$ cat config.mk
export PLATFORM = sky130hd
export DESIGN_NAME = gpio_spi_master_config
export DESIGN_NICKNAME = d
export VERILOG_FILES = /design/src/verilog/spi_master_pkg.sv /design/src/verilog/byte_fifo.sv /design/src/verilog/gpio_spi_master_config.sv /design/src/verilog/sync2.sv
export VERILOG_INCLUDE_DIRS = /design/src /design/src/verilog
export SDC_FILE = /design/constraint.sdc
export NUM_CORES = 1
export LEC_CHECK = 0
export BUFFER_PORTS_ARGS = -buffer_cell sky130_fd_sc_hd__buf_2
export CAP_MARGIN = 20
export CORE_MARGIN = 4
export CORE_UTILIZATION = 50
export DETAILED_ROUTE_END_ITERATION = 10
export GPL_TIMING_DRIVEN = 0
export PLACE_DENSITY = 0.65
export SLEW_MARGIN = 20
export SYNTH_ARGS = -nofsm -noshare
export SYNTH_HDL_FRONTEND = slang
export SYNTH_SLANG_ARGS = --single-unit
$ cat constraint.sdc
create_clock -name i_core_clk -period 5.1 [get_ports i_core_clk]
set_input_delay 1.53 -clock i_core_clk [delete_from_list [all_inputs] [get_ports i_core_clk]]
set_output_delay 1.53 -clock i_core_clk [all_outputs]
set_load 0.005 [all_outputs]
$ cat src/verilog/spi_master_consts.svh
// Constants for the pin-borrowing serial master: offsets, fields, resets, timing.
// Assumes inclusion by bare name from the design files.
`ifndef SPI_MASTER_CONSTS_SVH
`define SPI_MASTER_CONSTS_SVH

// ----------------------------------------
// Register offsets (10-bit byte address)
// ----------------------------------------
`define ADDR_CFG 10'h154
`define ADDR_TX 10'h155
`define ADDR_EXE 10'h156
`define ADDR_STAT 10'h157
`define ADDR_RX 10'h158

// ----------------------------------------
// Field positions
// ----------------------------------------
`define CFG_IDLE_POL 6
`define CFG_SAMPLE_EDGE 5
`define CFG_SS 4
`define CFG_EN 3
`define EXE_GO 0
`define STAT_BUSY 0
`define STAT_FULL 1
`define STAT_DROP 2
`define STAT_PEND 3

// ----------------------------------------
// Reset values
// ----------------------------------------
`define CFG_RST 7'h10
`define TX_RST 8'h00
`define RX_RST 8'h00

// ----------------------------------------
// Timing
// ----------------------------------------
`define CORE_CLK_MHZ 100
`define SCLK_PERIOD_NS 80
`define SCLK_HALF_CYC ((`SCLK_PERIOD_NS * `CORE_CLK_MHZ) / 2000)

`endif

$ cat src/verilog/spi_master_pkg.sv
// Types for the pin-borrowing serial master.
// Assumes nothing beyond the constants header.
`default_nettype none
package spi_master_pkg;

  typedef enum logic [3:0] {
    ST_IDLE = 4'h1,
    ST_SHIFT = 4'h2,
    ST_HOLD = 4'h4,
    ST_DONE = 4'h8
  } eng_state_t;

  typedef struct packed {
    logic [6:0] cfg;
    logic [7:0] tx;
    logic [7:0] rdata;
    eng_state_t state;
    logic [7:0] div;
    logic [3:0] bitn;
    logic [3:0] nbits;
    logic [7:0] sh;
    logic [7:0] rx;
    logic [7:0] rx_last;
    logic idle_pol_c;
    logic sample_edge_c;
    logic lead;
    logic sclk;
    logic mosi;
    logic drop;
    logic [3:0] pin_out;
    logic [3:0] pin_oe;
  } core_state_t;

endpackage

`default_nettype wire

$ cat src/verilog/byte_fifo.sv
// Small flop-based FIFO with valid/ready on both sides.
// Assumes one clock and a synchronous-released active-low reset.
`timescale 1ns/100ps
`default_nettype none

module byte_fifo #(
  parameter int WIDTH = 13,
  parameter int DEPTH = 16
) (
  // Clock and reset
  input wire logic i_clk,
  input wire logic i_rst_n,
  // Fill side
  input wire logic i_in_valid,
  output logic o_in_ready,
  input wire logic [WIDTH-1:0] i_in_data,
  // Drain side
  output logic o_out_valid,
  input wire logic i_out_ready,
  output logic [WIDTH-1:0] o_out_data
);

  localparam int AW = $clog2(DEPTH);

  logic [WIDTH-1:0] mem_r [DEPTH];
  logic [AW:0] wr_r;
  logic [AW:0] rd_r;
  logic push;
  logic pop;

  // Full when pointers differ only in the wrap bit
  assign o_in_ready = !((wr_r[AW] != rd_r[AW]) && (wr_r[AW-1:0] == rd_r[AW-1:0]));
  assign o_out_valid = (wr_r != rd_r);
  assign o_out_data = mem_r[rd_r[AW-1:0]];
  assign push = i_in_valid && o_in_ready;
  assign pop = o_out_valid && i_out_ready;

  always_ff @(posedge i_clk or negedge i_rst_n) begin
    if (!i_rst_n) begin
      wr_r <= '0;
      rd_r <= '0;
    end else begin
      if (push) begin
        wr_r <= wr_r + 1'b1;
      end
      if (pop) begin
        rd_r <= rd_r + 1'b1;
      end
    end
  end

  // Storage needs no reset; only pointers qualify it
  always_ff @(posedge i_clk) begin
    if (push) begin
      mem_r[wr_r[AW-1:0]] <= i_in_data;
    end
  end

endmodule

`default_nettype wire

$ cat src/verilog/gpio_spi_master_config.sv
// Serial master that borrows GPIO pins 3 to 6, with its register file.
// Assumes a same-clock register port; pins come from outside the clock domain.
`timescale 1ns/100ps
`default_nettype none
`include "spi_master_consts.svh"

module gpio_spi_master_config #(
  parameter int HALF_CYC = `SCLK_HALF_CYC,
  parameter int FIFO_DEPTH = 16
) (
  // Clock and reset
  input wire logic i_core_clk,
  input wire logic i_rst_n,
  // Register port
  input wire logic [9:0] i_addr,
  input wire logic [7:0] i_wdata,
  input wire logic i_we,
  input wire logic i_re,
  output logic [7:0] o_rdata,
  // Normal GPIO function for pins 3..6
  input wire logic [3:0] i_gpio_out,
  input wire logic [3:0] i_gpio_oe,
  output logic [3:0] o_gpio_in,
  // Pins 3..6: select, clock, data out, data in
  input wire logic [3:0] i_pin_in,
  output logic [3:0] o_pin_out,
  output logic [3:0] o_pin_oe
);

  // ----------------------------------------
  // Pin map inside the borrowed group
  // ----------------------------------------
  localparam int PIN_SS = 0;
  localparam int PIN_SCLK = 1;
  localparam int PIN_MOSI = 2;
  localparam int PIN_MISO = 3;
  localparam logic [3:0] SPI_OE = 4'h7;
  localparam logic [7:0] HALF_LAST = 8'(HALF_CYC - 1);

  // ----------------------------------------
  // Reset release and pin synchronisers
  // ----------------------------------------
  logic rst_n;
  logic [3:0] pin_sync;

  sync2 #(
    .WIDTH(1)
  ) u_rst_sync (
    .i_clk(i_core_clk),
    .i_rst_n(i_rst_n),
    .i_d(1'b1),
    .o_q(rst_n)
  );

  sync2 #(
    .WIDTH(4)
  ) u_pin_sync (
    .i_clk(i_core_clk),
    .i_rst_n(rst_n),
    .i_d(i_pin_in),
    .o_q(pin_sync)
  );

  assign o_gpio_in = pin_sync;

  // ----------------------------------------
  // Helpers
  // ----------------------------------------
  // length decode
  function automatic logic [3:0] bits_of(input logic [2:0] code);
    bits_of = (code == 3'h0) ? 4'h8 : {1'b0, code};
  endfunction

  function automatic logic hit(input logic [9:0] a, input logic [9:0] b);
    hit = (a == b);
  endfunction

  // ----------------------------------------
  // Launch queue
  // ----------------------------------------
  spi_master_pkg::core_state_t s_r;
  spi_master_pkg::core_state_t s_nxt;
  logic q_in_valid;
  logic q_in_ready;
  logic q_out_valid;
  logic q_out_ready;
  logic [12:0] q_in_data;
  logic [12:0] q_out_data;
  logic en;

  assign en = s_r.cfg[`CFG_EN];

  assign q_in_valid = i_we && hit(i_addr, `ADDR_EXE) && i_wdata[`EXE_GO];
  // Snapshot of shape and data so later writes cannot corrupt a queued transfer
  assign q_in_data = {s_r.cfg[`CFG_IDLE_POL], s_r.cfg[`CFG_SAMPLE_EDGE], s_r.cfg[2:0], s_r.tx};
  assign q_out_ready = en && (s_r.state == spi_master_pkg::ST_IDLE);

  byte_fifo #(
    .WIDTH(13),
    .DEPTH(FIFO_DEPTH)
  ) u_fifo (
    .i_clk(i_core_clk),
    .i_rst_n(rst_n),
    .i_in_valid(q_in_valid),
    .o_in_ready(q_in_ready),
    .i_in_data(q_in_data),
    .o_out_valid(q_out_valid),
    .i_out_ready(q_out_ready),
    .o_out_data(q_out_data)
  );

  // ----------------------------------------
  // Next-state logic
  // ----------------------------------------
  always_comb begin
    s_nxt = s_r;
    s_nxt.rdata = 8'h00;

    // Register writes
    if (i_we) begin
      if (hit(i_addr, `ADDR_CFG)) begin
        s_nxt.cfg = i_wdata[6:0];
      end
      if (hit(i_addr, `ADDR_TX)) begin
        s_nxt.tx = i_wdata;
      end
      if (hit(i_addr, `ADDR_STAT) && i_wdata[`STAT_DROP]) begin
        s_nxt.drop = 1'b0;
      end
    end
    // Lost launch; set wins over clear
    if (q_in_valid && !q_in_ready) begin
      s_nxt.drop = 1'b1;
    end

    // Register reads, data valid one cycle later only
    if (i_re) begin
      if (hit(i_addr, `ADDR_CFG)) begin
        s_nxt.rdata = {1'b0, s_r.cfg};
      end else if (hit(i_addr, `ADDR_TX)) begin
        s_nxt.rdata = s_r.tx;
      end else if (hit(i_addr, `ADDR_EXE)) begin
        s_nxt.rdata = 8'h00;
      end else if (hit(i_addr, `ADDR_STAT)) begin
        s_nxt.rdata = {4'h0, q_out_valid, s_r.drop, !q_in_ready,
                       (s_r.state != spi_master_pkg::ST_IDLE)};
      end else if (hit(i_addr, `ADDR_RX)) begin
        s_nxt.rdata = s_r.rx_last;
      end else begin
        s_nxt.rdata = 8'h00;
      end
    end

    // Transfer engine
    unique case (s_r.state)
      spi_master_pkg::ST_IDLE: begin
        // idle level tracks live polarity
        // Taken from the incoming write so the clock pin moves with select
        s_nxt.sclk = s_nxt.cfg[`CFG_IDLE_POL];
        if (q_out_valid && en) begin
          s_nxt.idle_pol_c = q_out_data[12];
          s_nxt.sample_edge_c = q_out_data[11];
          s_nxt.nbits = bits_of(q_out_data[10:8]);
          s_nxt.sh = q_out_data[7:0];
          s_nxt.mosi = q_out_data[0];
          s_nxt.sclk = q_out_data[12];
          s_nxt.bitn = 4'h0;
          s_nxt.rx = 8'h00;
          s_nxt.lead = 1'b1;
          s_nxt.div = HALF_LAST;
          s_nxt.state = spi_master_pkg::ST_SHIFT;
        end
      end
      spi_master_pkg::ST_SHIFT: begin
        if (s_r.div != 8'h00) begin
          s_nxt.div = s_r.div - 8'h01;
        end else begin
          s_nxt.div = HALF_LAST;
          if (s_r.lead) begin
            // active level is the opposite of idle
            s_nxt.sclk = !s_r.idle_pol_c;
            s_nxt.lead = 1'b0;
            if (!s_r.sample_edge_c) begin
              // phase 0 samples on first edge
              s_nxt.rx = {pin_sync[PIN_MISO], s_r.rx[7:1]};
            end else begin
              // phase 1 drives on first edge
              s_nxt.mosi = s_r.sh[0];
            end
          end else begin
            s_nxt.sclk = s_r.idle_pol_c;
            s_nxt.lead = 1'b1;
            s_nxt.sh = {1'b0, s_r.sh[7:1]};
            if (s_r.sample_edge_c) begin
              // phase 1 samples on second edge
              s_nxt.rx = {pin_sync[PIN_MISO], s_r.rx[7:1]};
            end else begin
              // phase 0 drives next bit on second edge
              s_nxt.mosi = s_r.sh[1];
            end
            s_nxt.bitn = s_r.bitn + 4'h1;
            if (s_r.bitn + 4'h1 == s_r.nbits) begin
              s_nxt.state = spi_master_pkg::ST_HOLD;
            end
          end
        end
      end
      spi_master_pkg::ST_HOLD: begin
        // Half period of idle clock before the next transfer may start
        if (s_r.div != 8'h00) begin
          s_nxt.div = s_r.div - 8'h01;
        end else begin
          s_nxt.state = spi_master_pkg::ST_DONE;
        end
      end
      spi_master_pkg::ST_DONE: begin
        // Received bits arrive at the top; align them to bit 0
        s_nxt.rx_last = s_r.rx >> (4'h8 - s_r.nbits);
        s_nxt.state = spi_master_pkg::ST_IDLE;
      end
      default: begin
        s_nxt.state = spi_master_pkg::ST_IDLE;
      end
    endcase

    // Disabling mid-transfer abandons it; partial data is not kept
    if (!en && s_r.state != spi_master_pkg::ST_IDLE) begin
      s_nxt.state = spi_master_pkg::ST_IDLE;
      s_nxt.sclk = s_nxt.cfg[`CFG_IDLE_POL];
    end

    // ----------------------------------------
    // Pin ownership
    // ----------------------------------------
    // master overrides GPIO settings
    if (s_nxt.cfg[`CFG_EN]) begin
      s_nxt.pin_oe = SPI_OE;
      // select is the field, never automatic
      s_nxt.pin_out[PIN_SS] = s_nxt.cfg[`CFG_SS];
      s_nxt.pin_out[PIN_SCLK] = s_nxt.sclk;
      s_nxt.pin_out[PIN_MOSI] = s_nxt.mosi;
      s_nxt.pin_out[PIN_MISO] = 1'b0;
    end else begin
      s_nxt.pin_oe = i_gpio_oe;
      s_nxt.pin_out = i_gpio_out;
    end
  end

  // ----------------------------------------
  // State register
  // ----------------------------------------
  always_ff @(posedge i_core_clk or negedge rst_n) begin
    if (!rst_n) begin
      s_r <= '0;
      s_r.cfg <= `CFG_RST;
      s_r.tx <= `TX_RST;
      s_r.rx_last <= `RX_RST;
      s_r.state <= spi_master_pkg::ST_IDLE;
    end else begin
      s_r <= s_nxt;
    end
  end

  assign o_rdata = s_r.rdata;
  assign o_pin_out = s_r.pin_out;
  assign o_pin_oe = s_r.pin_oe;

endmodule

`default_nettype wire

$ cat src/verilog/sync2.sv
// Two-flop synchroniser for levels from outside the core clock.
// Assumes asynchronous active-low reset; first stage feeds second only.
`timescale 1ns/100ps
`default_nettype none

module sync2 #(
  parameter int WIDTH = 1
) (
  // Clock and reset
  input wire logic i_clk,
  input wire logic i_rst_n,
  // Data
  input wire logic [WIDTH-1:0] i_d,
  output logic [WIDTH-1:0] o_q
);

  logic [WIDTH-1:0] meta_r;

  always_ff @(posedge i_clk or negedge i_rst_n) begin
    if (!i_rst_n) begin
      meta_r <= '0;
      o_q <= '0;
    end else begin
      meta_r <= i_d;
      o_q <= meta_r;
    end
  end

endmodule

`default_nettype wire
== Word level (Yosys, flattened, before mapping) ==
Memories as Yosys holds them, arrays and structs flattened.
Index checks and enable logic that the tools add are counted.
Word-level totals
  register bits: 101
  RAM bits: 208
  bits of input ports: 34
  logic and storage cells: 127
  memories: 1
Cells by class
  add/subtract/negate cells: 5
  equal/unequal tests: 25
  shift-type cells: 1
  mux-type cells: 42
  reductions and logical operators: 28
Memory list
  u_fifo.mem_r: words 16, width 13, rd ports 1, clocked after memory_dff 0, wr ports 1, line byte_fifo.sv:25  | logic [WIDTH-1:0] mem_r [DEPTH];
Operators with widths (count)
  $mux 8: 14
  $eq 10x9->1 const B: 5
  $mux 36: 1
  $mux 4: 8
  $pmux 16 s2: 1
  $pmux 8 s3: 1
  $ne 3x3->1 const B: 6
  $mux 16: 1
  $mux 15: 1
  $pmux 4 s3: 1
  $add 5x1->5 const B: 2
  $logic_and 1x1->1: 10
  $reduce_and 5->1: 2
  $mux 3: 3
  $eq 4x4->1: 2
  $mux 1: 8
  $pmux 4 s2: 1
  $reduce_and 2->1: 4
  $reduce_bool 8->1: 1
  $shr 8x4->8: 1
  $sub 8x1->8 const B: 1
  $mux 7: 1
  $ne 2x2->1 const B: 3
  $pmux 3 s2: 1
  17 further kinds: 22

== Logic depth before layout (Yosys ltp) ==
Gate-level depths: netlist (run 1).
  word-level depth: 7
  gate-level depth with buffers: 9

== Modules after synthesis ==
Synthesis (run 1) repeated with hierarchy kept, for this count alone.
Unflattened totals
  cells, all modules: 818
  area total of the unflattened synthesis: 13071.3 um^2
Modules (own cells, without submodules)
  byte_fifo: times used 1, cells each 399, area each 8578.2 um^2
  gpio_spi_master_config: times used 1, cells each 409, area each 4242.8 um^2
  sync2 at u_pin_sync: times used 1, cells each 8, area each 200.2 um^2
  sync2 at u_rst_sync: times used 1, cells each 2, area each 50.0 um^2

== Least setup slack after synthesis (run 1) ==
Ideal clock, no wire load.
  path type: input to register
  start: in i_addr[5]
  end: mem u_fifo.mem_r[3][0] (enable)
  data arrival time: 3676 ps
  setup slack: 1025 ps
  stages: 6
  cell sequence: and4bb_2 and2_1 nand2_1 nor4b_4 nand2_1 nor3_1
Between the ends
  cells in the longest elaborated chain, start to end: 6
Ends and longest elaborated chain
  start, declared: line gpio_spi_master_config.sv:15  | input wire logic [9:0] i_addr,
  $eq 10x9->1: line gpio_spi_master_config.sv:75  | hit = (a == b);
  $logic_and 1x1->1 (2 in series): line gpio_spi_master_config.sv:93  | assign q_in_valid = i_we && hit(i_addr, `ADDR_EXE) && i_wdata[`EXE_GO];
  $logic_and 1x1->1: line byte_fifo.sv:35  | assign push = i_in_valid && o_in_ready;
  $mux 1: line byte_fifo.sv:54  | if (push) begin
  $mux 1 (implied by the code): line byte_fifo.sv:55  | mem_r[wr_r[AW-1:0]] <= i_in_data;
  end, declared: line byte_fifo.sv:25
No other way between the ends.

== Worst setup path after layout (run 1) ==
  start: in i_addr[3]
  end: mem u_fifo.mem_r[12][4] (enable)
Same word-level chain as after synthesis.

==> out/qor.json, run 1 <==
{
  "die-area_um2": 28300,
  "cts.reportedPaths.clkPinSlew_ps": 60,
  "met2_usage": 0.344,
  "fin_crit_sh": 0.745,
  "ant_nets": 0,
  "syn_avg_cell_area_um2": 16.7,
  "cts.path.max_buffers": 3,
  "fin_tns_setup_ps": 0,
  "drt_pass1_iterations": 5,
  "result_of_the_run": "complete, no violations",
  "ff_latch_count_synth": 309,
  "drt_iter0_markers": 670,
  "floorplan.core_area_um2": 25200,
  "final_net_count": 912,
  "grt_setup_unrepaired": "no",
  "critical_path_peak_fanout": 13,
  "synthesis.yosys.warnings": 0,
  "design_area_um2": 14800,
  "detail_route.vias_per_cell": 5.96,
  "cp_slowest_stage_delay_ps": 770,
  "synth_fp_nets": 809,
  "worstReg2RegStart": "u_fifo.rd_r[1]$_DFFE_PN0P_",
  "path_cells": "buf_2 -> and4bb_2 -> and2_1 -> nand2_1 -> nor4b_4 -> nand2_1 -> nor2_2",
  "postRouteWirelength_mm": 28.5,
  "timing.reg2reg.setup_slack_ps": 1830,
  "track_usage": 0.206,
  "holdBufCountCts": 0,
  "design.portCount": 54,
  "timing_worst_slew_pin_value_ps": 994,
  "vias_in_the_first_global_route": 7578,
  "yosys.area_share.simple": 0.0701,
  "fin_ws_ps": 1300,
  "globalplace.congestion": 0.796,
  "post_synth_num_cell_types": 70,
  "r2r_cells": 7,
  "hpwl_mm": 19.6,
  "dr_total_vias": 7279,
  "clock_tree.root_cell": "sky130_fd_sc_hd__clkbuf_16",
  "route.detailed.drc": 0,
  "yosysSeqAreaShare": 0.684,
  "crit_required_ps": 5270,
  "cts_inserted_buffers": 31,
  "fmax_mhz": 263,
  "max-vdd-ir-drop_uv": 301,
  "numPortBuffers": 53,
  "dieWidth_um": 168,
  "synth_enable_flop_cells": 208,
  "synth_xor_xnor_area_share": 0.0184,
  "syn-cell-area_um2": 12800,
  "tritoncts_num_sinks": 309,
  "path_common_cell": "sky130_fd_sc_hd__nand2_1",
  "yosys.area_share.adder": 0.00878,
  "power.leakage_nw": 5.83,
  "synth_compound_gate_area_share": 0.0504,
  "post_cts_resized": 0,
  "timing.rr.end": "u_fifo.mem_r[12][4]$_DFFE_PP_",
  "initial_standard_cell_utilization_of_the_core": 0.509,
  "synthFlopType": "sky130_fd_sc_hd__edfxtp_1",
  "gr-max-usage-layer": "met2",
  "hold_path.class": "reg -> async",
  "criticalPathCategory": "in -> reg",
  "placement.cell_area_um2": 13800,
  "setup-violations-final": 0,
  "crit_path_top_delay_cell": "sky130_fd_sc_hd__nor2_2",
  "worstSetupStartpointType": "primary input",
  "clock_tree_skew_after_final_layout_ps": 16.1,
  "post_drt_wl_per_cell_um": 23.3,
  "cts_max_level": 1,
  "global_route.overflow_total": 0,
  "async_set_reset_flop_share_out_of_synthesis": 0.327,
  "tritoncts": "yes",
  "drive_gt1_frac": 0.290,
  "cts_post_setup_buffers_inserted": 0,
  "grt_antenna_before_repair": 0,
  "num_antenna_cells": 0,
  "post_synthesis_mux_area_share": 0.142,
  "layout_min_cycle_time_ps": 3800,
  "relSlewSlack": 0.336,
  "total_chip_power_mw": 5.87,
  "synthCells": 766,
  "timing.final.hold_violations": 0,
  "timing.max_cap.violations": 0,
  "synth_top_family_by_area": "multiplexers",
  "worst_setup_path_end_kind": "flip-flop",
  "grt_max_degree": 61,
  "finalMaxSlewViolations": 0,
  "std_cell_rows": 58,
  "grt.met3_usage": 0.0256,
  "power.density_cell_area_nw_per_um2": 397,
  "use_met1": 0.298,
  "area_growth_syn_to_fin_pct": 15.1,
  "die-height_um": 168,
  "grt_pass1_wl_mm": 44.9,
  "clk_latency_ps": 550,
  "critPathArrivalTime_ps": 3970,
  "dpl_worst_slack_ps": 768
}
## through the flow
| step | hold slack (ps) | util | cells |
|---|---|---|---|
| 2_1_floorplan | 331 | - | 766 |
| 4_1_cts | 344 | 0.586 | 1222 |
| 3_3_place_gp | 332 | 0.536 | 1149 |
| 5_1_grt | 351 | 0.586 | 1222 |
| 3_5_place_dp | 335 | 0.547 | 1166 |
| 6_report | 322 | 0.586 | 1222 |
## synth_stat cells, types with 10 or more instances
library cell               number  area share
sky130_fd_sc_hd__edfxtp_1     208        0.49
sky130_fd_sc_hd__dfrtp_1       99        0.19
sky130_fd_sc_hd__mux4_2        60        0.11
sky130_fd_sc_hd__nand2_1       60       0.018
sky130_fd_sc_hd__nor2_1        45       0.013
sky130_fd_sc_hd__mux2_2        22       0.019
sky130_fd_sc_hd__xnor2_1       18       0.012
sky130_fd_sc_hd__buf_4         17       0.010
sky130_fd_sc_hd__o21ai_0       16      0.0062
sky130_fd_sc_hd__mux2i_1       15       0.012
sky130_fd_sc_hd__clkbuf_1      14      0.0041
sky130_fd_sc_hd__a22o_1        12      0.0082
sky130_fd_sc_hd__inv_1         12      0.0035
sky130_fd_sc_hd__a31oi_1       11      0.0054
sky130_fd_sc_hd__buf_2         11      0.0043
sky130_fd_sc_hd__nand3_1       10      0.0039
## report_power, final
part | leakage [nW] | switching, mW | internal (mW)
clock network | 0.476 | 0.905 | 1.31
logic | 1.86 | 0.429 | 0.406
registers | 3.49 | 0.0802 | 2.73
## per-layer routing
layer	share of wire	up-vias
li1	-	3162
met1	0.43	3847
met2	0.50	231
met3	0.051	39
met4	0.014	0
met5	0	-
## state kept, by name, indices dropped and copies added (netlist names), 5 cells and up
| signal | count |
|---|---|
| s_r | 51 |
| q_in_data | 13 |
| u_fifo.rd_r | 5 |
| o_rdata | 8 |
| u_fifo.wr_r | 5 |
| u_fifo.mem_r | 208 |
## cells by family (layout without fill, tap and decap cells)
| logic type | Yosys count | after routing |
|---|---|---|
| flops | 309 | 309 |
| simple gates | 170 | 170 |
| mux | 100 | 100 |
| compound gates | 90 | 90 |
| buf+inv | 60 | 186 |
| xor+xnor | 27 | 27 |
| fa+ha+maj | 9 | 9 |
| other cells | 1 | 1 |
## how the worst max path moves through the flow
stage,to,startpoint,cells after the start,slack [ps]
after floorplan,u_fifo.mem_r[3][0]$_DFFE_PP_,i_addr[5],6,1020
after global placement,u_fifo.mem_r[3][4]$_DFFE_PP_,i_addr[9],7,-590
after detailed placement,u_fifo.mem_r[14][1]$_DFFE_PP_,i_addr[5],7,770
after CTS,u_fifo.mem_r[14][4]$_DFFE_PP_,i_addr[5],7,1350
after global routing,u_fifo.mem_r[12][1]$_DFFE_PP_,i_addr[5],7,1170
final,u_fifo.mem_r[12][4]$_DFFE_PP_,i_addr[3],7,1300
## cell usage in the layout (no fill, tap or decap), types with 18 or more instances in the layout
cell,synthesis,layout
sky130_fd_sc_hd__xnor2_1,18,18
sky130_fd_sc_hd__nand2_1,60,60
sky130_fd_sc_hd__dfrtp_1,99,98
sky130_fd_sc_hd__clkbuf_1,14,24
sky130_fd_sc_hd__mux4_2,60,60
sky130_fd_sc_hd__mux2_2,22,22
sky130_fd_sc_hd__nor2_1,45,34
sky130_fd_sc_hd__edfxtp_1,208,208
sky130_fd_sc_hd__buf_2,11,64
sky130_fd_sc_hd__clkbuf_16,0,31
## critical path, delay by kind of cell
kind,cells,cell delay (ps)
buffers and inverters,1,110
AND/OR/NAND/NOR,6,2320
## area by class of cell
cell class | instances | area, µm²
Fill cell | 1860 | 10400
Sequential cell | 309 | 8780
Multi-Input combinational cell | 397 | 3760
Clock buffer | 41 | 813
Timing Repair Buffer | 70 | 488
Tap cell | 330 | 413
Buffer | 48 | 289
Clock inverter | 15 | 170
Inverter | 12 | 45.0
Power figures use the tool's default switching activity.
==> run 2, diff against run 1 <==
ABC_AREA = 1   (was not set)
PLACE_DENSITY = 0.67   (was 0.65)
clock period = 3.2 ns   (was 5.1 ns; I/O delays follow)
==> run 2 against run 1 <==
Global-route usage is 2.5 points higher. Register-to-register slack worse by 1200 ps. Worst setup slack lost 870 ps. Flip-flop and latch count unchanged. Die area increased by 2.8%. Sequential share of layout area shrank 1.4 points. Utilization fell by 0.45 points. Design area is 2.4% higher. Cell count is 36% higher. Total power is 110% higher. Non-clock buffer count rose by 17. Clock power up 55%. Critical endpoint is now u_fifo.mem_r[2][12]$_DFFE_PP_. Largest cell class unchanged. Highest routed layer unchanged.
==> out/qor.json, run 2 <==
{
  "result_of_the_run": {"value": "complete, no violations", "change": "unchanged"},
  "finalMaxSlewViolations": {"value": 0, "change": "unchanged"},
  "holdBufCountCts": {"value": 0, "change": "unchanged"},
  "initial_standard_cell_utilization_of_the_core": {"value": 0.508, "change": "was 0.509"},
  "r2r_cells": {"value": 9, "change": "was 7"},
  "total_chip_power": {"value": 12.1, "unit": "mW", "change": "was 5.87 mW"},
  "path_cells": {"value": "buf_2 -> nor2_1 -> nand3_1 -> nor2_4 -> nand2_1 -> nor3_1 -> nand2_1 -> inv_2 -> nand2_1 -> nor2_2", "change": "was buf_2 -> and4bb_2 -> and2_1 -> nand2_1 -> nor4b_4 -> nand2_1 -> nor2_2"},
  "yosys.area_share.adder": {"value": 0.00853, "change": "was 0.00878"},
  "cts_post_setup_buffers_inserted": {"value": 0, "change": "unchanged"},
  "clock_tree.root_cell": {"value": "sky130_fd_sc_hd__clkbuf_16", "change": "unchanged"},
  "drt_iter0_markers": {"value": 974, "change": "was 670"},
  "internal_power": {"value": 7.72, "unit": "mW", "change": "was 4.45 mW"},
  "timing.rr.end": {"value": "u_fifo.mem_r[2][12]$_DFFE_PP_", "change": "was u_fifo.mem_r[12][4]$_DFFE_PP_"},
  "commonest_non_fill_non_tap_cell_in_the_layout": {"value": "sky130_fd_sc_hd__nand2_1", "change": "was sky130_fd_sc_hd__edfxtp_1"},
  "timing.max_cap.violations": {"value": 0, "change": "unchanged"},
  "placement.cell_area": {"value": 14200, "unit": "µm²", "change": "was 13,800 µm²"},
  "post_synthesis_mux_area_share": {"value": 0.00256, "change": "was 0.142"},
  "std_cell_rows": {"value": 59, "change": "was 58"},
  "relSlewSlack": {"value": 0.391, "change": "was 0.336"},
  "worst_setup_path_end_kind": {"value": "flip-flop", "change": "unchanged"},
  "post_synth_num_cell_types": {"value": 52, "change": "was 70"},
  "dr_total_vias": {"value": 9304, "change": "was 7,279"},
  "tritoncts": {"value": "yes", "change": "unchanged"},
  "grt_pass1_wl": {"value": 51.6, "unit": "mm", "change": "was 44.9 mm"},
  "critPathArrivalTime": {"value": 2950, "unit": "ps", "change": "was 3970 ps"},
  "detail_route.vias_per_cell": {"value": 5.61, "change": "was 5.96"},
  "power.density_cell_area": {"value": 803, "unit": "nW/µm²", "change": "was 397 nW/µm²"},
  "seq_power_share": {"value": 0.387, "change": "was 0.480"},
  "worstReg2RegStart": {"value": "u_fifo.rd_r[2]$_DFFE_PN0P_", "change": "was u_fifo.rd_r[1]$_DFFE_PN0P_"},
  "p_sw": {"value": 4.42, "unit": "mW", "change": "was 1.41 mW"},
  "post-synth-top-count-cell": {"value": "sky130_fd_sc_hd__nand2_1", "change": "was sky130_fd_sc_hd__edfxtp_1"},
  "post_layout_nonfiller_instances": {"value": 1658, "change": "was 1,222"},
  "clock_tree_skew_after_final_layout": {"value": 19.7, "unit": "ps", "change": "was 16.1 ps"},
  "critical_path.n_buffers_inverters": {"value": 2, "change": "was 1"},
  "postRouteWirelength": {"value": 33.3, "unit": "mm", "change": "was 28.5 mm"},
  "grt_max_degree": {"value": 51, "change": "was 61"},
  "drt_pass1_iterations": {"value": 5, "change": "unchanged"},
  "cp-startpoint": {"value": "i_addr[5]", "change": "was i_addr[3]"},
  "path_common_cell": {"value": "sky130_fd_sc_hd__nand2_1", "change": "unchanged"},
  "yosys.area_share.simple": {"value": 0.152, "change": "was 0.0701"},
  "worstSetupStartpointType": {"value": "primary input", "change": "unchanged"},
  "yosysSeqAreaShare": {"value": 0.665, "change": "was 0.684"},
  "synth_enable_flop_cells": {"value": 208, "change": "unchanged"},
  "cts.reportedPaths.clkPinSlew": {"value": 60, "unit": "ps", "change": "about the same"},
  "synth_compound_gate_area_share": {"value": 0.108, "change": "was 0.0504"},
  "design_area": {"value": 15100, "unit": "µm²", "change": "was 14,800 µm²"},
  "sw_frac_of_total": {"value": 0.364, "change": "was 0.241"},
  "synth_commonest_cells": {"value": "260 x sky130_fd_sc_hd__nand2_1, 208 x sky130_fd_sc_hd__edfxtp_1, 100 x sky130_fd_sc_hd__nor2_1", "change": "was 208 x sky130_fd_sc_hd__edfxtp_1, 99 x sky130_fd_sc_hd__dfrtp_1, 60 x sky130_fd_sc_hd__mux4_2, 60 x sky130_fd_sc_hd__nand2_1, 45 x sky130_fd_sc_hd__nor2_1"},
  "power.leakage": {"value": 6.23, "unit": "nW", "change": "was 5.83 nW"},
  "post_cts_resized": {"value": 0, "change": "unchanged"},
  "timing.final.hold_violations": {"value": 0, "change": "unchanged"},
  "power.share.clock": {"value": 0.284, "change": "was 0.378"},
  "drive_gt1_frac": {"value": 0.164, "change": "was 0.290"},
  "synthCells": {"value": 1199, "change": "was 766"},
  "ant_nets": {"value": 0, "change": "unchanged"},
  "hpwl": {"value": 23.0, "unit": "mm", "change": "was 19.6 mm"},
  "cts_max_level": {"value": 1, "change": "unchanged"},
  "grt_antenna_before_repair": {"value": 0, "change": "unchanged"},
  "fin_crit_sh": 0.865,
  "fill_cells": {"value": 2198, "change": "was 1,860"},
  "largest_register_ff_count": {"value": 208, "change": "unchanged"},
  "ff_latch_count_synth": {"value": 309, "change": "unchanged"},
  "final_net_count": {"value": 1343, "change": "was 912"},
  "number_of_cells_after_detailed_placement": {"value": 1602, "change": "was 1,166"},
  "async_set_reset_flop_share_out_of_synthesis": {"value": 0.327, "change": "unchanged"},
  "num_antenna_cells": {"value": 0, "change": "unchanged"},
  "synthesis.yosys.warnings": {"value": 0, "change": "unchanged"},
  "hold_path.class": {"value": "in -> async", "change": "was reg -> async"},
  "grt_setup_unrepaired": {"value": "no", "change": "unchanged"},
  "fmax_mhz": 361,
  "die-area": {"value": 29100, "unit": "µm²", "change": "was 28,300 µm²"},
  "netlist.top_cell.by_area": {"value": "sky130_fd_sc_hd__edfxtp_1", "change": "unchanged"},
  "kind_of_cell_adding_the_most_delay_to_the_critical_path": {"value": "simple AND/OR/NAND/NOR gates", "change": "unchanged"},
  "post_drt_wl_per_cell": {"value": 20.1, "unit": "µm", "change": "was 23.3 µm"},
  "final_cell_mix": {"value": "260 x sky130_fd_sc_hd__nand2_1, 208 x sky130_fd_sc_hd__edfxtp_1, 98 x sky130_fd_sc_hd__dfrtp_1", "change": "was 208 x sky130_fd_sc_hd__edfxtp_1, 98 x sky130_fd_sc_hd__dfrtp_1, 64 x sky130_fd_sc_hd__buf_2"},
  "syn-cell-area": {"value": 13200, "unit": "µm²", "change": "was 12,800 µm²"},
  "fin_hold_ws": {"value": 182, "unit": "ps", "change": "was 322 ps"},
  "synthFlopType": {"value": "sky130_fd_sc_hd__edfxtp_1", "change": "unchanged"},
  "max-vdd-ir-drop": {"value": 597, "unit": "µV", "change": "was 301 µV"},
  "timing.reg2reg.setup_slack": {"value": 620, "unit": "ps", "change": "was 1830 ps"},
  "track_usage": {"value": 0.231, "change": "was 0.206"},
  "timing_worst_slew_pin_value": {"value": 914, "unit": "ps", "change": "was 994 ps"},
  "tritoncts_num_sinks": {"value": 309, "change": "unchanged"},
  "power.combinational.fraction": {"value": 0.328, "change": "was 0.142"},
  "syn_avg_cell_area": {"value": 11.0, "unit": "µm²", "change": "was 16.7 µm²"},
  "setup-violations-final": {"value": 0, "change": "unchanged"},
  "cp_slowest_stage_delay": {"value": 710, "unit": "ps", "change": "was 770 ps"},
  "synth_fp_nets": {"value": 1242, "change": "was 809"},
  "floorplan.core_area": {"value": 26000, "unit": "µm²", "change": "was 25,200 µm²"},
  "clk_latency": {"value": 570, "unit": "ps", "change": "was 550 ps"},
  "numPortBuffers": {"value": 53, "change": "unchanged"},
  "design.portCount": {"value": 54, "change": "unchanged"},
  "netlist_top_cells_area": {"value": "sky130_fd_sc_hd__edfxtp_1 47%, sky130_fd_sc_hd__dfrtp_1 19%, sky130_fd_sc_hd__nand2_1 7.4%, sky130_fd_sc_hd__o21ai_0 3.5%, sky130_fd_sc_hd__a21oi_1 3.0%", "change": "was sky130_fd_sc_hd__edfxtp_1 49%, sky130_fd_sc_hd__dfrtp_1 19%, sky130_fd_sc_hd__mux4_2 11%, sky130_fd_sc_hd__mux2_2 1.9%, sky130_fd_sc_hd__nand2_1 1.8%"},
  "layout_min_cycle_time_ps": 2770,
  "crit_path_top_delay_cell": {"value": "sky130_fd_sc_hd__nor2_2", "change": "unchanged"},
  "synth_xor_xnor_area_share": {"value": 0.0113, "change": "was 0.0184"},
  "dieWidth": {"value": 170, "unit": "µm", "change": "was 168 µm"},
  "synth_top_family_by_area": {"value": "simple AND/OR/NAND/NOR gates", "change": "was multiplexers"},
  "cts_inserted_buffers": {"value": 31, "change": "unchanged"},
  "area_growth_syn_to_fin": {"value": 14.5, "unit": "%", "change": "was 15.1%"},
  "critical_path_peak_fanout": {"value": 13, "change": "unchanged"},
  "netlist.area_leader.share": {"value": 0.473, "change": "was 0.487"},
  "cts.path.max_buffers": {"value": 3, "change": "unchanged"},
  "route.detailed.drc": {"value": 0, "change": "unchanged"},
  "criticalPathCategory": {"value": "in -> reg", "change": "unchanged"},
  "global_route.overflow_total": {"value": 0, "change": "unchanged"},
  "die-height": {"value": 170, "unit": "µm", "change": "was 168 µm"},
  "crit_required": {"value": 3380, "unit": "ps", "change": "was 5270 ps"},
  "vias_in_the_first_global_route": {"value": 8971, "change": "was 7,578"},
  "globalplace.congestion": {"value": 0.861, "change": "was 0.796"}
}
[run 2: cell count changes after synthesis, sizes merged, moves of 15 or more]
cell   previous run  this run
nand2            61       267
o21ai            21       102
a21oi             7        79
inv              12        80
mux4             62         0
nor2             45       107
nand3            10        68
mux2             23         3
buf              34        53
mux2i            15         0
[run 2: worst max-delay path by stage]
stage	to	slack, ps	depth (start not counted)
3_3_place_gp	s_r[51]$_DFFE_PN0P_	-1070	0
2_1_floorplan	en$_DFF_PN0_	180	0
4_1_cts	u_fifo.mem_r[1][7]$_DFFE_PP_	450	10
5_1_grt	u_fifo.mem_r[2][12]$_DFFE_PP_	230	11
6_report	u_fifo.mem_r[2][12]$_DFFE_PP_	430	10
3_5_place_dp	u_fifo.mem_r[1][6]$_DFFE_PP_	-130	10
[run 2: power by group through the flow]
| stage | sequential, mW | clock [mW] | combinational [mW] |
|---|---|---|---|
| after global placement | 4.78 | 0 | 3.86 |
| after CTS | 4.70 | 3.51 | 3.94 |
| after global routing | 4.73 | 3.70 | 4.39 |
| after detailed placement | 4.77 | 0 | 3.93 |
| final | 4.70 | 3.45 | 3.99 |
| after floorplan | 4.72 | 0 | 2.73 |
[run 2: cells by family (layout without fill, tap and decap cells)]
| logic type | count (synthesis) | count (layout) |
|---|---|---|
| and+or+nand+nor | 468 | 468 |
| DFF | 309 | 309 |
| AOI/OAI and AO/OA | 244 | 244 |
| buffers and inverters | 148 | 272 |
| xor gates and xnor gates | 17 | 17 |
| adders and majority gates | 9 | 9 |
| muxes | 3 | 3 |
| other | 1 | 1 |
[run 2: worst reg2reg max path: cells and delay by family (launching register included)]
family / cells / cell delay (ps)
buffers and inverters: 2 / 470
and+or+nand+nor: 7 / 1370
DFF: 1 / 360
[run 2: final cells by class]
type	count	area, µm²	area share
well taps	335	419	0.0277
multi-input cells	742	3770	0.249
clock inverters	11	120	0.00795
repair buffers	68	495	0.0328
plain buffers	67	387	0.0256
flip-flops and latches	309	8780	0.581
inverters	81	309	0.0204
clock buffers	45	838	0.0555
[run 2: routing by layer]
metal  global-route usage  wire (µm)  up-vias
met1                0.334      14300     4537
met4               0.0545        552        0
met5                    0          0        -
li1                     -          -     4355
met2                0.375      16000      370
met3               0.0318       2520       42
[run 2: through the flow]
| stage | worst slack (ps) | utilization | setup TNS (ps) |
|---|---|---|---|
| 2_1_floorplan | 182 | - | 0 |
| 3_3_place_gp | -1070 | 0.534 | -225960 |
| 3_5_place_dp | -129 | 0.545 | -3950 |
| 4_1_cts | 452 | 0.582 | 0 |
| 5_1_grt | 227 | 0.582 | 0 |
| 6_report | 431 | 0.582 | 0 |
